[config.mk]
export PLATFORM = sky130hd
export DESIGN_NAME = phy_port_status_pages
export DESIGN_NICKNAME = d
export VERILOG_FILES = /design/src/pkg/phy_pages_pkg.sv /design/src/pkg/filter_if.sv /design/src/phy_port_status_pages.sv /design/src/stable_filter.sv
export SDC_FILE = /design/constraint.sdc
export NUM_CORES = 1
export LEC_CHECK = 0
export ABC_AREA = 1
export BUFFER_PORTS_ARGS = -buffer_cell sky130_fd_sc_hd__clkbuf_2
export CAP_MARGIN = 20
export CELL_PAD_IN_SITES_DETAIL_PLACEMENT = 1
export CELL_PAD_IN_SITES_GLOBAL_PLACEMENT = 1
export CORE_MARGIN = 8
export CORE_UTILIZATION = 43
export DETAILED_ROUTE_END_ITERATION = 10
export PLACE_DENSITY_LB_ADDON = 0.12
export SLEW_MARGIN = 20
export SYNTH_ARGS = -nofsm -noshare
export SYNTH_HDL_FRONTEND = slang
export SYNTH_SLANG_ARGS = --single-unit
[constraint.sdc]
create_clock -name i_clk -period 1.84 [get_ports i_clk]
set_input_delay 0.368 -clock i_clk [delete_from_list [all_inputs] [get_ports i_clk]]
set_output_delay 0.368 -clock i_clk [all_outputs]
set_load 0.01 [all_outputs]
[src/pkg/phy_pages_pkg.sv]
// Constants for the paged port-status and identification register bank
package phy_pages_pkg;
	// Page selection codes
	localparam logic [2:0] PAGE_PORT_STATUS = 3'h0;
	localparam logic [2:0] PAGE_IDENT = 3'h1;
	localparam logic [2:0] PAGE_SEL_RST = 3'h0;
	// Register addresses, port status page
	localparam logic [3:0] ADDR_PORT_LINE_ROLE = 4'h8;
	localparam logic [3:0] ADDR_PORT_SPEED_EVENT = 4'h9;
	// Register addresses, identification page
	localparam logic [3:0] ADDR_COMPLIANCE = 4'h8;
	localparam logic [3:0] ADDR_IDENT_RSVD = 4'h9;
	localparam logic [3:0] ADDR_MAKER_B0 = 4'hA;
	localparam logic [3:0] ADDR_MAKER_B1 = 4'hB;
	localparam logic [3:0] ADDR_MAKER_B2 = 4'hC;
	localparam logic [3:0] ADDR_PART_B0 = 4'hD;
	localparam logic [3:0] ADDR_PART_B1 = 4'hE;
	localparam logic [3:0] ADDR_PART_B2 = 4'hF;
	// Field positions (bit 7 is the leftmost bit of a register)
	localparam int A_STATE_LSB = 6;
	localparam int B_STATE_LSB = 4;
	localparam int CHILD_BIT = 3;
	localparam int CON_BIT = 2;
	localparam int BIAS_BIT = 1;
	localparam int DIS_BIT = 0;
	localparam int PEER_SPEED_LSB = 5;
	localparam int EVENT_ENABLE_BIT = 4;
	localparam int FAULT_BIT = 3;
	// Line state codes
	localparam logic [1:0] LINE_Z = 2'h3;
	localparam logic [1:0] LINE_ONE = 2'h1;
	localparam logic [1:0] LINE_ZERO = 2'h2;
	localparam logic [1:0] LINE_INVALID = 2'h0;
	// Peer speed codes
	localparam logic [2:0] SPEED_S100 = 3'h0;
	localparam logic [2:0] SPEED_S200 = 3'h1;
	localparam logic [2:0] SPEED_S400 = 3'h2;
	// Fixed read values
	localparam logic [7:0] COMPLIANCE_LEVEL = 8'h01;
	localparam logic [7:0] READ_ZERO = 8'h00;
	// Reset values
	localparam logic DIS_RST = 1'b0;
	localparam logic EVENT_ENABLE_RST = 1'b0;
	localparam logic FAULT_RST = 1'b0;
	localparam logic CON_RST = 1'b0;
	localparam logic BIAS_RST = 1'b0;
	// Timing
	localparam int CLK_PERIOD_NS = 5;
	localparam int CON_MIN_MS = 330;
	localparam int CON_DEBOUNCE_CYC =
		(CON_MIN_MS * 1000000 + CLK_PERIOD_NS - 1) / CLK_PERIOD_NS;
	localparam int BIAS_MIN_NS = 41600;
	localparam int BIAS_DEBOUNCE_CYC =
		(BIAS_MIN_NS + CLK_PERIOD_NS - 1) / CLK_PERIOD_NS;
endpackage

[src/pkg/filter_if.sv]
// Link between the register bank and one stability filter
`timescale 1ns/10ps
interface filter_if;
	logic raw;
	logic stable;
	modport feed (output raw, input stable);
	modport filt (input raw, output stable);
endinterface

[src/phy_port_status_pages.sv]
// Paged port status and identification registers of a three-port PHY
// How it works
// - A-pair line state reads 11 Z, 01 one, 10 zero, 00 invalid.
// - B-pair line state uses the same four codes as A-pair.
// - Child flag is 1 for child; disconnected, disabled, suspended ports read 1.
// - Connected flag rises only after connection is stable 330 to 350 ms.
// - Hardware reset clears connected flag; bus reset leaves it.
// - Bias flag rises only after incoming bias is stable about 41.6-52 us.
// - Port-disable bit disables its port; hardware reset clears it only.
// - Peer speed reads 000, 001, 010 for 100, 200, 400 Mbit/s.
// - Peer speed never reads above the 400 Mbit/s code.
// - With event enable set, a port change pulses the port event flag.
// - A resume or suspend fault sets the fault bit and holds port suspended.
// - Resume fault: no incoming bias; suspend fault: bias still present.
// - Writing 1 clears the fault bit; hardware reset clears it too.
// - Page selection picks the page for addresses 8 to 15.
// - Unimplemented selected port makes the whole status page read zero.
// - Maker code sits most significant byte first from address 1010b.
`timescale 1ns/10ps
module phy_port_status_pages #(
	parameter int NUM_PORTS = 3,
	parameter int CON_DEBOUNCE_CYC = phy_pages_pkg::CON_DEBOUNCE_CYC,
	parameter int BIAS_DEBOUNCE_CYC = phy_pages_pkg::BIAS_DEBOUNCE_CYC,
	// Arbitrary neutral identification values
	parameter logic [23:0] MAKER_CODE = 24'h5A_A5_01,
	parameter logic [23:0] PART_CODE = 24'h00_00_01
) (
	input wire logic i_clk, // System clock, 200 MHz
	input wire logic i_srst, // Hardware reset, synchronous, active high
	input wire logic [2:0] i_page_sel, // Page selection field
	input wire logic [3:0] i_port_sel, // Port selection field
	input wire logic [3:0] i_reg_addr, // Register address
	input wire logic i_reg_rd, // Register read strobe
	input wire logic i_reg_wr, // Register write strobe
	input wire logic [7:0] i_reg_wdata, // Register write data
	output logic [7:0] o_reg_rdata, // Read data, held until next read
	output logic o_reg_rvalid, // Read data valid pulse
	input wire logic [2*NUM_PORTS-1:0] i_a_pair_line_state, // A-pair pins
	input wire logic [2*NUM_PORTS-1:0] i_b_pair_line_state, // B-pair pins
	input wire logic [NUM_PORTS-1:0] i_conn_detect, // Raw connection pins
	input wire logic [NUM_PORTS-1:0] i_bias_detect, // Raw bias pins
	input wire logic [NUM_PORTS-1:0] i_tree_child, // Child role from tree ID
	input wire logic [3*NUM_PORTS-1:0] i_peer_speed, // Peer speed per port
	input wire logic [NUM_PORTS-1:0] i_port_resuming, // Port in resume check
	input wire logic [NUM_PORTS-1:0] i_port_suspending, // Port in suspend
	input wire logic [NUM_PORTS-1:0] i_port_suspended, // Port suspended
	output logic [NUM_PORTS-1:0] o_port_disabled, // Port disable control
	output logic [NUM_PORTS-1:0] o_port_fault_hold, // Fault: hold suspended
	output logic o_port_event // Port event flag set pulse
);
	localparam int NP = NUM_PORTS;

	generate
		if (NP < 1 || NP > 16) begin : g_bad
			$error("NUM_PORTS must lie between 1 and 16");
		end
	endgenerate

	////////////////////////////////////////////////////////////////////////
	// Decode helpers

	// Address hit on the status page for a given port and register
	function automatic logic status_hit(input logic [2:0] page,
		input logic [3:0] psel, input logic [3:0] addr,
		input logic [3:0] port, input logic [3:0] reg_addr);
		status_hit = (page == phy_pages_pkg::PAGE_PORT_STATUS) &&
			(psel == port) && (addr == reg_addr);
	endfunction

	// Peer speed clamped to the highest reportable code
	function automatic logic [2:0] clamp_speed(input logic [2:0] speed);
		if (speed > phy_pages_pkg::SPEED_S400) begin
			clamp_speed = phy_pages_pkg::SPEED_S400;
		end else begin
			clamp_speed = speed;
		end
	endfunction

	////////////////////////////////////////////////////////////////////////
	// Per-port state

	logic [1:0] a_sync1 [NP];
	logic [1:0] a_sync2 [NP];
	logic [1:0] b_sync1 [NP];
	logic [1:0] b_sync2 [NP];
	logic [NP-1:0] conn_sync1;
	logic [NP-1:0] conn_sync2;
	logic [NP-1:0] bias_sync1;
	logic [NP-1:0] bias_sync2;
	logic [NP-1:0] con_flag;
	logic [NP-1:0] bias_flag;
	logic [NP-1:0] child_flag;
	logic [2:0] speed_flag [NP];
	logic [NP-1:0] dis_reg;
	logic [NP-1:0] port_event_enable_reg;
	logic [NP-1:0] fault_reg;
	logic [NP-1:0] fault_set;
	logic [NP-1:0] fault_clr;
	logic [NP-1:0] watch_prev_reg;
	logic [NP-1:0] port_changed;
	logic [3:0] watch_now [NP];
	logic [3:0] watch_old_reg [NP];

	filter_if con_if [NP] ();
	filter_if bias_if [NP] ();

	genvar p;
	generate
		for (p = 0; p < NP; p++) begin : g_port
			// Two-stage synchronisers for everything arriving from pins
			always_ff @(posedge i_clk) begin
				a_sync1[p] <= i_a_pair_line_state[2*p +: 2];
				a_sync2[p] <= a_sync1[p];
				b_sync1[p] <= i_b_pair_line_state[2*p +: 2];
				b_sync2[p] <= b_sync1[p];
			end

			always_ff @(posedge i_clk) begin
				if (i_srst) begin
					conn_sync1[p] <= phy_pages_pkg::CON_RST;
					conn_sync2[p] <= phy_pages_pkg::CON_RST;
					bias_sync1[p] <= phy_pages_pkg::BIAS_RST;
					bias_sync2[p] <= phy_pages_pkg::BIAS_RST;
				end else begin
					conn_sync1[p] <= i_conn_detect[p];
					conn_sync2[p] <= conn_sync1[p];
					bias_sync1[p] <= i_bias_detect[p];
					bias_sync2[p] <= bias_sync1[p];
				end
			end

			// Connection debounce, cleared by hardware reset or by any drop of the connection
			assign con_if[p].raw = conn_sync2[p];
			stable_filter #(
				.CYCLES(CON_DEBOUNCE_CYC)
			) u_con_filter (
				.i_clk(i_clk),
				.i_srst(i_srst),
				.port(con_if[p])
			);
			assign con_flag[p] = con_if[p].stable;

			// Incoming bias debounce
			assign bias_if[p].raw = bias_sync2[p];
			stable_filter #(
				.CYCLES(BIAS_DEBOUNCE_CYC)
			) u_bias_filter (
				.i_clk(i_clk),
				.i_srst(i_srst),
				.port(bias_if[p])
			);
			assign bias_flag[p] = bias_if[p].stable;

			// Inactive ports always report as children
			assign child_flag[p] = i_tree_child[p] || !con_flag[p] ||
				dis_reg[p] || i_port_suspended[p] || fault_reg[p];

			assign speed_flag[p] = clamp_speed(i_peer_speed[3*p +: 3]);

			// Port disable control
			always_ff @(posedge i_clk) begin
				if (i_srst) begin
					dis_reg[p] <= phy_pages_pkg::DIS_RST;
				end else if (i_reg_wr && status_hit(i_page_sel, i_port_sel,
					i_reg_addr, 4'(p),
					phy_pages_pkg::ADDR_PORT_LINE_ROLE)) begin
					dis_reg[p] <= i_reg_wdata[phy_pages_pkg::DIS_BIT];
				end
			end

			// Port event enable
			always_ff @(posedge i_clk) begin
				if (i_srst) begin
					port_event_enable_reg[p] <=
						phy_pages_pkg::EVENT_ENABLE_RST;
				end else if (i_reg_wr && status_hit(i_page_sel, i_port_sel,
					i_reg_addr, 4'(p),
					phy_pages_pkg::ADDR_PORT_SPEED_EVENT)) begin
					port_event_enable_reg[p] <=
						i_reg_wdata[phy_pages_pkg::EVENT_ENABLE_BIT];
				end
			end

			// Fault: a new fault outranks a clearing write
			assign fault_set[p] =
				(i_port_resuming[p] && !bias_flag[p]) ||
				(i_port_suspending[p] && bias_flag[p]);
			assign fault_clr[p] = i_reg_wr &&
				i_reg_wdata[phy_pages_pkg::FAULT_BIT] &&
				status_hit(i_page_sel, i_port_sel, i_reg_addr, 4'(p),
				phy_pages_pkg::ADDR_PORT_SPEED_EVENT);

			always_ff @(posedge i_clk) begin
				if (i_srst) begin
					fault_reg[p] <= phy_pages_pkg::FAULT_RST;
				end else if (fault_set[p]) begin
					fault_reg[p] <= 1'b1;
				end else if (fault_clr[p]) begin
					fault_reg[p] <= 1'b0;
				end
			end

			// Change watch on connected, bias, disabled and fault bits
			assign watch_now[p] = {con_flag[p], bias_flag[p], dis_reg[p],
				fault_reg[p]};

			always_ff @(posedge i_clk) begin
				if (i_srst) begin
					watch_old_reg[p] <= '0;
					watch_prev_reg[p] <= 1'b0;
				end else begin
					watch_old_reg[p] <= watch_now[p];
					watch_prev_reg[p] <= 1'b1;
				end
			end

			assign port_changed[p] = watch_prev_reg[p] &&
				port_event_enable_reg[p] &&
				(watch_now[p] != watch_old_reg[p]);
		end
	endgenerate

	assign o_port_disabled = dis_reg;
	assign o_port_fault_hold = fault_reg;

	////////////////////////////////////////////////////////////////////////
	// Port event notification

	always_ff @(posedge i_clk) begin
		if (i_srst) begin
			o_port_event <= 1'b0;
		end else begin
			o_port_event <= |port_changed;
		end
	end

	////////////////////////////////////////////////////////////////////////
	// Read path

	logic [7:0] line_role_sel;
	logic [7:0] speed_event_sel;
	logic port_valid;
	logic [7:0] rd_next;

	// Gather the fields of whichever port is selected right now
	always_comb begin
		line_role_sel = phy_pages_pkg::READ_ZERO;
		speed_event_sel = phy_pages_pkg::READ_ZERO;
		port_valid = 1'b0;
		for (int i = 0; i < NP; i++) begin
			if (i_port_sel == 4'(i)) begin
				port_valid = 1'b1;
				line_role_sel[phy_pages_pkg::A_STATE_LSB +: 2] =
					a_sync2[i];
				line_role_sel[phy_pages_pkg::B_STATE_LSB +: 2] =
					b_sync2[i];
				line_role_sel[phy_pages_pkg::CHILD_BIT] = child_flag[i];
				line_role_sel[phy_pages_pkg::CON_BIT] = con_flag[i];
				line_role_sel[phy_pages_pkg::BIAS_BIT] = bias_flag[i];
				line_role_sel[phy_pages_pkg::DIS_BIT] = dis_reg[i];
				speed_event_sel[phy_pages_pkg::PEER_SPEED_LSB +: 3] =
					speed_flag[i];
				speed_event_sel[phy_pages_pkg::EVENT_ENABLE_BIT] =
					port_event_enable_reg[i];
				speed_event_sel[phy_pages_pkg::FAULT_BIT] = fault_reg[i];
			end
		end
	end

	// Page decode for addresses 8 to 15
	always_comb begin
		rd_next = phy_pages_pkg::READ_ZERO;
		if (i_page_sel == phy_pages_pkg::PAGE_PORT_STATUS) begin
			if (port_valid) begin
				case (i_reg_addr)
					phy_pages_pkg::ADDR_PORT_LINE_ROLE: begin
						rd_next = line_role_sel;
					end
					phy_pages_pkg::ADDR_PORT_SPEED_EVENT: begin
						rd_next = speed_event_sel;
					end
					default: begin
						rd_next = phy_pages_pkg::READ_ZERO;
					end
				endcase
			end
		end else if (i_page_sel == phy_pages_pkg::PAGE_IDENT) begin
			case (i_reg_addr)
				phy_pages_pkg::ADDR_COMPLIANCE: begin
					rd_next = phy_pages_pkg::COMPLIANCE_LEVEL;
				end
				phy_pages_pkg::ADDR_MAKER_B0: begin
					rd_next = MAKER_CODE[23:16];
				end
				phy_pages_pkg::ADDR_MAKER_B1: begin
					rd_next = MAKER_CODE[15:8];
				end
				phy_pages_pkg::ADDR_MAKER_B2: begin
					rd_next = MAKER_CODE[7:0];
				end
				phy_pages_pkg::ADDR_PART_B0: begin
					rd_next = PART_CODE[23:16];
				end
				phy_pages_pkg::ADDR_PART_B1: begin
					rd_next = PART_CODE[15:8];
				end
				phy_pages_pkg::ADDR_PART_B2: begin
					rd_next = PART_CODE[7:0];
				end
				default: begin
					rd_next = phy_pages_pkg::READ_ZERO;
				end
			endcase
		end
	end

	// Read data is captured on the strobe and held until the next read
	always_ff @(posedge i_clk) begin
		if (i_srst) begin
			o_reg_rdata <= phy_pages_pkg::READ_ZERO;
		end else if (i_reg_rd) begin
			o_reg_rdata <= rd_next;
		end
	end

	always_ff @(posedge i_clk) begin
		if (i_srst) begin
			o_reg_rvalid <= 1'b0;
		end else begin
			o_reg_rvalid <= i_reg_rd;
		end
	end
endmodule

[src/stable_filter.sv]
// Level filter: output rises only after the input has held high long enough
`timescale 1ns/10ps
module stable_filter #(
	parameter int CYCLES = 8
) (
	input wire logic i_clk, // System clock
	input wire logic i_srst, // Hardware reset, synchronous
	filter_if.filt port // Raw level in, filtered level out
);
	localparam int CW = $clog2(CYCLES + 1);
	localparam logic [CW-1:0] CNT_MAX = CW'(CYCLES);

	logic [CW-1:0] cnt_reg;

	generate
		if (CYCLES < 1) begin : g_bad
			$error("stable_filter needs CYCLES of at least one");
		end
	endgenerate

	////////////////////////////////////////////////////////////////////////
	// Any drop restarts the wait; the count saturates at its end
	always_ff @(posedge i_clk) begin
		if (i_srst || !port.raw) begin
			cnt_reg <= '0;
		end else if (cnt_reg != CNT_MAX) begin
			cnt_reg <= cnt_reg + CW'(1);
		end
	end

	always_ff @(posedge i_clk) begin
		if (i_srst) begin
			port.stable <= 1'b0;
		end else begin
			port.stable <= port.raw && (cnt_reg == CNT_MAX);
		end
	end
endmodule
* Yosys cells after proc, flatten, opt, wreduce, memory -nomap -nowiden
Memory sizes are Yosys's and may differ from the RTL's.
Cells that the tools add are included.
** Operators by class
- Reductions and logical operators :: 77
- Equal/unequal tests :: 24
- Add/sub/neg operators :: 6
- Bitwise operators :: 3
- $lt $le $gt $ge :: 3
- Muxes and demuxes :: 29
** Operators by type and width (count)
- adder 26 x 1 -> 26 bit, second input constant :: 3
- equality test 26 bit, second input constant :: 3
- inequality test 26 bit, second input constant :: 3
- two-way mux 8 bit :: 6
- adder 14 x 1 -> 14 bit, second input constant :: 3
- equality test 14 bit, second input constant :: 3
- inequality test 14 bit, second input constant :: 3
- logical AND 1 bit :: 37
- equality test 4 bit, second input constant :: 6
- case mux 8 bit (3 select lines) :: 1
- logical OR 1 bit :: 21
- case mux 8 bit (2 select lines) :: 1
- two-way mux 5 bit :: 3
- logical NOT 1 bit :: 12
- two-way mux 1 bit :: 12
- two-way mux 4 bit :: 3
- inequality test 4 bit :: 3
- > comparator 3 x 2 -> 1 bit, second input constant :: 3
- two-way mux 3 bit :: 3
- nonzero test 2 bit :: 3
- OR reduction 3 bit :: 2
- equality test 4 x 1 -> 1 bit, second input constant :: 1
- equality test 4 x 2 -> 1 bit, second input constant :: 1
- logical NOT 4 bit :: 1
- other kinds (3) :: 5
** Word-level totals
- RAM bits :: 36
- Output and inout port bits :: 16
- Flip-flop bits (word level) :: 158
- Logic and storage cells :: 184
- Memories kept :: 5
** Memory list
- watch_old_reg :: words 3, width 4, rd ports 3, clocked after Yosys merged registers in 0, write ports 3, RTL line phy_port_status_pages.sv:102 : logic [3:0] watch_old_reg [NP];
- a_sync1 :: words 3, width 2, rd ports 3, clocked after Yosys merged registers in 0, write ports 3, RTL line phy_port_status_pages.sv:82 : logic [1:0] a_sync1 [NP];
- a_sync2 :: words 3, width 2, rd ports 3, clocked after Yosys merged registers in 0, write ports 3, RTL line phy_port_status_pages.sv:83 : logic [1:0] a_sync2 [NP];
- b_sync1 :: words 3, width 2, rd ports 3, clocked after Yosys merged registers in 0, write ports 3, RTL line phy_port_status_pages.sv:84 : logic [1:0] b_sync1 [NP];
- b_sync2 :: words 3, width 2, rd ports 3, clocked after Yosys merged registers in 0, write ports 3, RTL line phy_port_status_pages.sv:85 : logic [1:0] b_sync2 [NP];

* Longest topological paths before layout
Gate-level depths: netlist (run 1).
- Depth in word-level cells :: 11
- Gate-level depth with buffers :: 10

* By module
From an unflattened synthesis (run 1), not the netlist that was laid out.
** Second synthesis, totals
- Cell total of the unflattened synthesis :: 1479
- Area total of the unflattened synthesis :: 10034.6 sq um
** Modules (own cells, without submodules)
- stable_filter (g_port[0].u_con_filter ...) :: instances 2, area an instance 1681.6 sq um, cells an instance 269, sequential area each 540.5 sq um
- phy_port_status_pages :: instances 1, area an instance 2563.7 sq um, cells an instance 326, sequential area each 1361.3 sq um
- stable_filter (g_port[0].u_bias_filter ...) :: instances 3, area an instance 829.5 sq um, cells an instance 119, sequential area each 300.3 sq um
- stable_filter (g_port[2].u_con_filter) :: instances 1, area an instance 1619.1 sq um, cells an instance 258, sequential area each 540.5 sq um

* Worst setup path after synthesis (run 1)
No wires, ideal clock.
- Path kind :: reg-to-reg
- Start :: register g_port[1].u_con_filter.cnt_reg[0]
- End :: register g_port[1].u_con_filter.cnt_reg[20]
- Buffers on the path :: 0
- Library setup time :: 113 ps
- Stages on the path, launching flop included :: 9
- Clock period less this slack :: 1513 ps
- Setup slack :: 327 ps
- Arrival :: 1400 ps
- Cells stage by stage :: dfxtp_1 -> ha_1 -> nand2_2 -> nor3_4 -> nand4_2 -> nor2_2 -> nand2_1 -> nand2_1 -> nor2_1
** Between the ends
- Cells in the longest elaborated chain, start to end :: 1
- Elaborated cells on any way between the ends :: 2
- Those cells by class :: add/sub (1); eq/ne (1)
** Ends and longest elaborated chain
- start, declared :: RTL line stable_filter.sv:13 : logic [CW-1:0] cnt_reg;
- start signal, assigned :: RTL line stable_filter.sv:27 : cnt_reg <= cnt_reg + CW'(1);
- adder 26 x 1 -> 26 bit / inequality test 26 bit (equally long branches) :: RTL line stable_filter.sv:27, stable_filter.sv:26
Several ways; a longest one is shown, not always the timed one.
A chain may end at the register's enable or synchronous reset.

* Worst setup path after layout (run 1)
- Start :: register g_port[1].u_con_filter.cnt_reg[1]
- End :: register g_port[1].u_con_filter.cnt_reg[20]
Same word-level chain as after synthesis.

==> flow_summary.ini, run 1 <==
[setup_path]
crit_chain = ha_1 > nand2_2 > nor3_4 > nand4_2 > nor2_2 > nand2_1 > nand2_1 > nor2_1
cp_top_family = simple AND/OR/NAND/NOR gates
cpMostUsedCell = nand2_1
worstSetupStartpointType = flop
arrival_ns = 1.99
r2r_start = g_port[1].u_con_filter.cnt_reg[1]
cp.buffers_inverters = 0
crit_path_max_fanout = 6
critical_path_class = reg2reg
crit_path_end_kind = flop
max_stage_delay_ns = 0.39
slowest_stage = dfxtp_1
worst_ep_required_time_ns = 2.18
reg2reg_slack_ns = 0.19
crit_start = g_port[1].u_con_filter.cnt_reg[1]

[synth]
yosys_warnings = 0
synth_fp_nets = 1314
syn_area_um2 = 8800
syn-mean-instance-area_um2 = 7.10
ys_ff_latch = 194
synthCells = 1240
synth.distinct_cells = 38
ys_seq_area_share_pct = 44.1

[placed_design]
dp_slack_ns = 0.152
port_buffers = 72
place.gp.congestion = 0.830
dp_cells = 1582
dp_hpwl_um = 18500

[cells_and_area]
fillers = 2673
final_util_pct = 50.1
largest_register_ff_count = 78
final_common_cell = nand2_1
final_cell_mix = nand2_1, dfxtp_1, nor2_1, inv_1, a21oi_1
fin_nets = 1405
syn_to_final_growth_pct = 14.7
diodes = 0
finalNonFillerCells = 1614
drive_above_1_share_pct = 12.5

[sta]
drv_slew = 0
maxSlewHeadroom_pct = 71.6
rsz0062_at_grt = false
skew_ns = 0.0134
tightestPinTransition_ns = 0.426
period_share_pct = 89.6
final.setup.tns_ns = 0
holdWs_ns = 0.0293
period_minus_slack_ns = 1.65
finalHoldViolCount = 0
finalSetupViolations = 0
fmax_ghz = 0.607
setup_slack_ns = 0.192

[clocking]
clk_latency_ns = 0.44
cts.sinks = 194
ctsHoldBuffers = 0
cts_tree = done
cts.htree.levels = 4
clkTransAtPathRegs_ns = 0.08
cts_resized = 0
root_buffer = clkbuf_16
cts_setup_buffers = 0
clock_path_buffers = 2
cts_buffers = 17

[global_route]
grt_overflow = 0
grt-busiest-layer = met2
grtUsageMet2_pct = 33.3
grt_max_degree = 27
grt_util_met1_pct = 23.8
grtUsageMet3_pct = 3.59
grt_pass1_vias = 8358
antenna_found_initial = 0
grt_pass1_wl_um = 40600
grt_usage_pct = 19.2

[pwr]
p_sw_share_pct = 24.3
p_clk_share_pct = 43.4
p_switching_w = 0.00198
pwr-share-seq_pct = 52.8
p_int_w = 0.00615
p_leak_nw = 3.71
power_density_nw_per_um2 = 805
vdd_drop_max_uv = 586
comb_power_share_pct = 3.7

[drt]
drt-wirelength-per-cell_um = 14.8
viasPerCell = 5.08
final_antenna_net_count = 0
first_pass_iters = 4
vias = 8195
routed_wl_um = 23800
drt_iter0_drc = 288
drcViolationCount = 0

[floorplan]
die_h_um = 159
die_w_um = 159
core-area_um2 = 20200
rows = 52
ios = 78
fp.dieArea_um2 = 25300
start_util_pct = 43.6

[job]
drv_cap = 0

[worst_hold_path]
hp-class = in2reg
hp-start = i_b_pair_line_state[0]

[outcome]
status = complete, no violations
-- per-layer routing --
metal,vias up,part of all wire [%]
met2,94,49
met4,0,1.5
met1,3891,47
li1,4194,-
met5,-,0
met3,16,2.8
-- synth_stat cells (all sizes together) --
cell     instances  area, µm²
a211oi           1       7.51
a21oi          101        505
a2bb2oi          1       8.76
a31oi            5       31.3
buf             13       62.6
clkbuf           1       3.75
clkinv           3       11.3
dfxtp          194       3880
ha              12        150
inv            175        657
nand2          245        942
nand3           94        490
nand3b           9       67.6
nand4           35        225
nor2           192        778
nor3            44        263
nor3b            6       50.1
nor4             6       43.8
o21a             4       30.0
o21ai           72        360
o221ai           1       8.76
o22ai            1       6.26
or2              1       6.26
xnor2           15        131
xor2             9       78.8
-- worst paths after layout --
kind | to | cells after the start
setup / recovery | g_port[1].u_con_filter.cnt_reg[20] | 8
hold / removal | b_sync1[0][0] | 1
setup reg to reg | g_port[1].u_con_filter.cnt_reg[20] | 8
hold reg to reg | b_sync2[0][4] | 0
-- power by group through the flow --
stage	Clock (W)	Combinational (W)	Sequential, W
after floorplan	0	0.000148	0.00439
after global placement	0	0.000300	0.00439
after detailed placement	0	0.000308	0.00440
after CTS	0.00362	0.000310	0.00430
after global routing	0.00380	0.000342	0.00430
final	0.00353	0.000304	0.00430
-- kinds of logic (layout without fill, tap and decap cells) --
kind of cell	after synthesis	after routing	share of synthesized area (%)
DFF	194	194	44.1
AOI/OAI and AO/OA	186	186	10.9
buffers and inverters	192	296	8.34
adders and majority gates	12	12	1.71
xor gates and xnor gates	24	24	2.39
and+or+nand+nor	632	632	32.6
-- metrics by stage --
step                area, µm²  total power (W)
detailed placement       9540          0.00470
floorplan                8800          0.00454
global route            10100          0.00845
CTS                     10100          0.00823
global placement         9540          0.00469
finish                  10100          0.00813
-- cell type report --
class | instances | area (µm²) | area share [%]
Timing Repair Buffer | 86 | 465 | 4.61
Inverter | 178 | 668 | 6.62
Multi-Input combinational cell | 854 | 4190 | 41.5
Clock buffer | 18 | 429 | 4.25
Sequential cell | 194 | 3880 | 38.5
Tap cell | 270 | 338 | 3.35
Clock inverter | 14 | 120 | 1.19
No activity file was read; power rests on OpenSTA's default activity.
==> run 2: changes to the inputs <==
- CORE_MARGIN: 8 -> default
==> flow_summary.ini, run 2 (synthesis results as in run 1) <==
[global_route]
grt-busiest-layer = met2
antenna_found_initial = 0
grt_pass1_vias = 8430
grt_max_degree = 27
grt_overflow = 0
grt_pass1_wl_um = 40300
grtUsageMet2_pct = 41.2
grt_usage_pct = 23.6
grtUsageMet3_pct = 4.31
grt_util_met1_pct = 29.6

[job]
drv_cap = 0

[cells_and_area]
fin_nets = 1408
fin_area_um2 = 10100
drive_above_1_share_pct = 12.6
syn_to_final_growth_pct = 15.3
diodes = 0
final_cell_mix = nand2_1, dfxtp_1, nor2_1, inv_1, a21oi_1
final_util_pct = 51.3
largest_register_ff_count = 78
final_common_cell = nand2_1

[drt]
final_antenna_net_count = 0
vias = 8216
drcViolationCount = 0
routed_wl_um = 24000
viasPerCell = 5.10
first_pass_iters = 4
drt-wirelength-per-cell_um = 14.9
drt_iter0_drc = 302

[placed_design]
post_dp_cell_area_um2 = 9540
place.gp.congestion = 0.831
port_buffers = 72
dp_hpwl_um = 18200

[pwr]
vdd_drop_max_uv = 573
p_leak_nw = 3.75
power_density_nw_per_um2 = 829

[clocking]
cts_tree = done
cts_resized = 0
cts_setup_buffers = 0
ctsHoldBuffers = 0
cts.htree.levels = 4
clock_path_buffers = 2
root_buffer = clkbuf_16
cts_buffers = 17
clkTransAtPathRegs_ns = 0.07
cts.sinks = 194
clk_latency_ns = 0.44

[sta]
fmax_ghz = 0.586
period_share_pct = 92.8
rsz0062_at_grt = false
finalHoldViolCount = 0
drv_slew = 0
period_minus_slack_ns = 1.71
holdWs_ns = 0.0259
final.setup.tns_ns = 0
skew_ns = 0.0129
maxSlewHeadroom_pct = 70.2
tightestPinTransition_ns = 0.446
finalSetupViolations = 0

[floorplan]
start_util_pct = 44.5
rows = 51
fp.dieArea_um2 = 21000
die_h_um = 145
die_w_um = 145
core-area_um2 = 19800
ios = 78

[setup_path]
worstSetupStartpointType = flop
arrival_ns = 2.03
cpMostUsedCell = nand2_1
worst_ep_required_time_ns = 2.17
crit_chain = ha_1 > nand2_1 > nor3_1 > nand2_1 > nor2_1 > nand2_1 > o21ai_1 > a21oi_1
crit_path_max_fanout = 4
slowest_stage = dfxtp_1
max_stage_delay_ns = 0.42
crit_path_end_kind = flop
r2r_start = g_port[1].u_bias_filter.cnt_reg[0]
critical_path_class = reg2reg
crit_start = g_port[1].u_bias_filter.cnt_reg[0]

[outcome]
status = complete, no violations

[worst_hold_path]
hp-class = in2reg
hp-start = i_a_pair_line_state[3]
==> run 2: where the power goes <==
group          switching, W  leakage, nW  internal (W)
registers         0.0000328         1.58       0.00426
logic              0.000190         1.88      0.000119
clock network       0.00177        0.290       0.00205
==> run 2: cell type report <==
type / count / area (µm²)
fillers: 2576 / 9630
multi-input cells: 854 / 4190
flip-flops and latches: 194 / 3880
inverters: 178 / 668
repair buffers: 89 / 488
clock buffers: 17 / 425
well taps: 265 / 332
clock inverters: 14 / 168
==> run 2: per-stage QoR <==
step / power (W) / instances / setup WS [ns]
3_5_place_dp: 0.00470 / 1578 / 0.0910
3_3_place_gp: 0.00469 / 1578 / 0.143
2_1_floorplan: 0.00454 / 1240 / 0.327
5_1_grt: 0.00871 / 1611 / 0.00873
4_1_cts: 0.00851 / 1609 / 0.0248
6_report: 0.00841 / 1611 / 0.133
==> run 2: layer usage <==
layer / part of all wire (%) / vias up / wire (µm)
met5: 0 / - / 0
met4: 1.6 / 0 / 380
met3: 3.0 / 28 / 710
met2: 48 / 96 / 11600
met1: 47 / 3890 / 11300
li1: - / 4202 / -
==> run 2: final timing paths <==
kind,cells past startpoint,endpoint,slack (ns)
max,8,g_port[1].u_bias_filter.cnt_reg[12],0.13
min,1,a_sync1[0][3],0.03
max reg2reg,8,g_port[1].u_bias_filter.cnt_reg[12],0.13
min reg2reg,0,a_sync2[0][2],0.33
==> run 2: critical path: cells and delay by family (launching register included) <==
family	cells	cell delay [ns]
AND/OR/NAND/NOR	5	0.79
adder cells (fa/ha/maj)	1	0.20
flip-flops	1	0.42
AO/OA/AOI/OAI	2	0.18
==> run 3: changes to the inputs <==
- BUFFER_PORTS_ARGS: -buffer_cell sky130_fd_sc_hd__clkbuf_2 -> default
- CORE_UTILIZATION: 43 -> 46
- DONT_BUFFER_PORTS: default -> 1
==> flow_summary.ini, run 3 (synthesis results as in run 1) <==
[outcome]
status = complete, no violations

[floorplan]
die_w_um = 140
fp.dieArea_um2 = 19700
core-area_um2 = 18700
start_util_pct = 47.1
die_h_um = 140
rows = 50
ios = 78

[sta]
tightestPinTransition_ns = 1.07
finalSetupViolations = 0
fmax_ghz = 0.588
rsz0062_at_grt = false
period_share_pct = 92.5
finalHoldViolCount = 0
holdWs_ns = 0.0149
maxSlewHeadroom_pct = 28.4
final.setup.tns_ns = 0
skew_ns = 0.00955
drv_slew = 0
period_minus_slack_ns = 1.70

[pwr]
pwr-share-seq_pct = 51.6
power_w = 0.00834
comb_power_share_pct = 2.8
p_switching_w = 0.00192
p_clk_share_pct = 45.6
power_density_nw_per_um2 = 847
p_leak_nw = 3.47
vdd_drop_max_uv = 559
p_sw_share_pct = 23.1
p_int_w = 0.00642

[clocking]
cts.htree.levels = 4
cts_tree = done
root_buffer = clkbuf_16
cts.sinks = 194
clkTransAtPathRegs_ns = 0.07
cts_buffers = 17
clk_latency_ns = 0.44
clock_path_buffers = 2
cts_setup_buffers = 0

[global_route]
grt_pass1_vias = 8263
grt_overflow = 0
grt_usage_pct = 25.6
grt_pass1_wl_um = 39900
grt_max_degree = 25
antenna_found_initial = 0

[cells_and_area]
final_common_cell = nand2_1
regArea_um2 = 3880
fin_area_um2 = 9850
diodes = 0
fin_nets = 1344
largest_register_ff_count = 78
final_util_pct = 52.6
fillers = 2410
syn_to_final_growth_pct = 11.8
final_cell_mix = nand2_1, dfxtp_1, nor2_1, inv_1, a21oi_1
drive_above_1_share_pct = 7.10
multi_input_area_um2 = 4190

[drt]
first_pass_iters = 4
routed_wl_um = 24000
drcViolationCount = 0
drt-wirelength-per-cell_um = 15.8
drt_iter0_drc = 296
vias = 8056
final_antenna_net_count = 0
viasPerCell = 5.31

[job]
drv_cap = 0

[setup_path]
crit_path_end_kind = flop
crit_path_max_fanout = 7
critical_path_class = reg2reg
arrival_ns = 2.04
worst_ep_required_time_ns = 2.18
worstSetupStartpointType = flop

[placed_design]
place.gp.congestion = 0.851
post_dp_cell_area_um2 = 9110
port_buffers = 0
dp_hpwl_um = 17600

[worst_hold_path]
hp-class = in2reg
[run 3: per-stage QoR]
stage,std cells,setup WS [ns]
after global routing,1516,0.0239
after CTS,1516,0.114
after detailed placement,1471,0.123
after floorplan,1240,0.327
final,1516,0.139
after global placement,1471,0.166
[run 3: worst paths after layout]
kind	from	endpoint	slack [ns]	cells after the start
setup / recovery	g_port[1].u_con_filter.cnt_reg[1]	g_port[1].u_con_filter.cnt_reg[20]	0.14	8
setup reg to reg	g_port[1].u_con_filter.cnt_reg[1]	g_port[1].u_con_filter.cnt_reg[20]	0.14	8
hold / removal	i_srst	o_reg_rvalid	0.01	1
hold reg to reg	a_sync1[0][4]	a_sync2[0][4]	0.33	0
[run 3: final cells by class]
class	instances	share of cell area, %
Clock buffer	19	4.50
Clock inverter	12	1.51
Inverter	178	6.79
Multi-Input combinational cell	854	42.5
Sequential cell	194	39.5
Tap cell	234	2.97
Timing Repair Buffer	25	2.26
[run 3: worst max-delay path, stage by stage, from the launching register on]
cell,delay [ns]
dfxtp_1,0.38
ha_1,0.23
nand2_2,0.10
nor3_4,0.35
nand4_2,0.24
nor2_2,0.15
nand2_1,0.06
nand2_1,0.06
nor2_1,0.04
[run 3: repair_timing]
item,CTS,global route
endpoints found under the setup margin,0,2
hold endpoints to repair,36,0
hold buffers,14,0
resized for setup,0,1
[run 3: metal layers]
layer / GRT usage [%] / vias up / part of all wire (%)
li1: - / 4067 / -
met1: 29.4 / 3841 / 44
met2: 45.9 / 113 / 50
met3: 7.15 / 35 / 4.5
met4: 7.46 / 0 / 1.6
met5: 0 / - / 0
[run 3: power groups by stage]
stage	Sequential (W)	Combinational (W)	Clock, W
after floorplan	0.00439	0.000148	0
after global placement	0.00440	0.000190	0
after detailed placement	0.00440	0.000196	0
after CTS	0.00431	0.000233	0.00389
after global routing	0.00431	0.000261	0.00408
final	0.00431	0.000231	0.00381
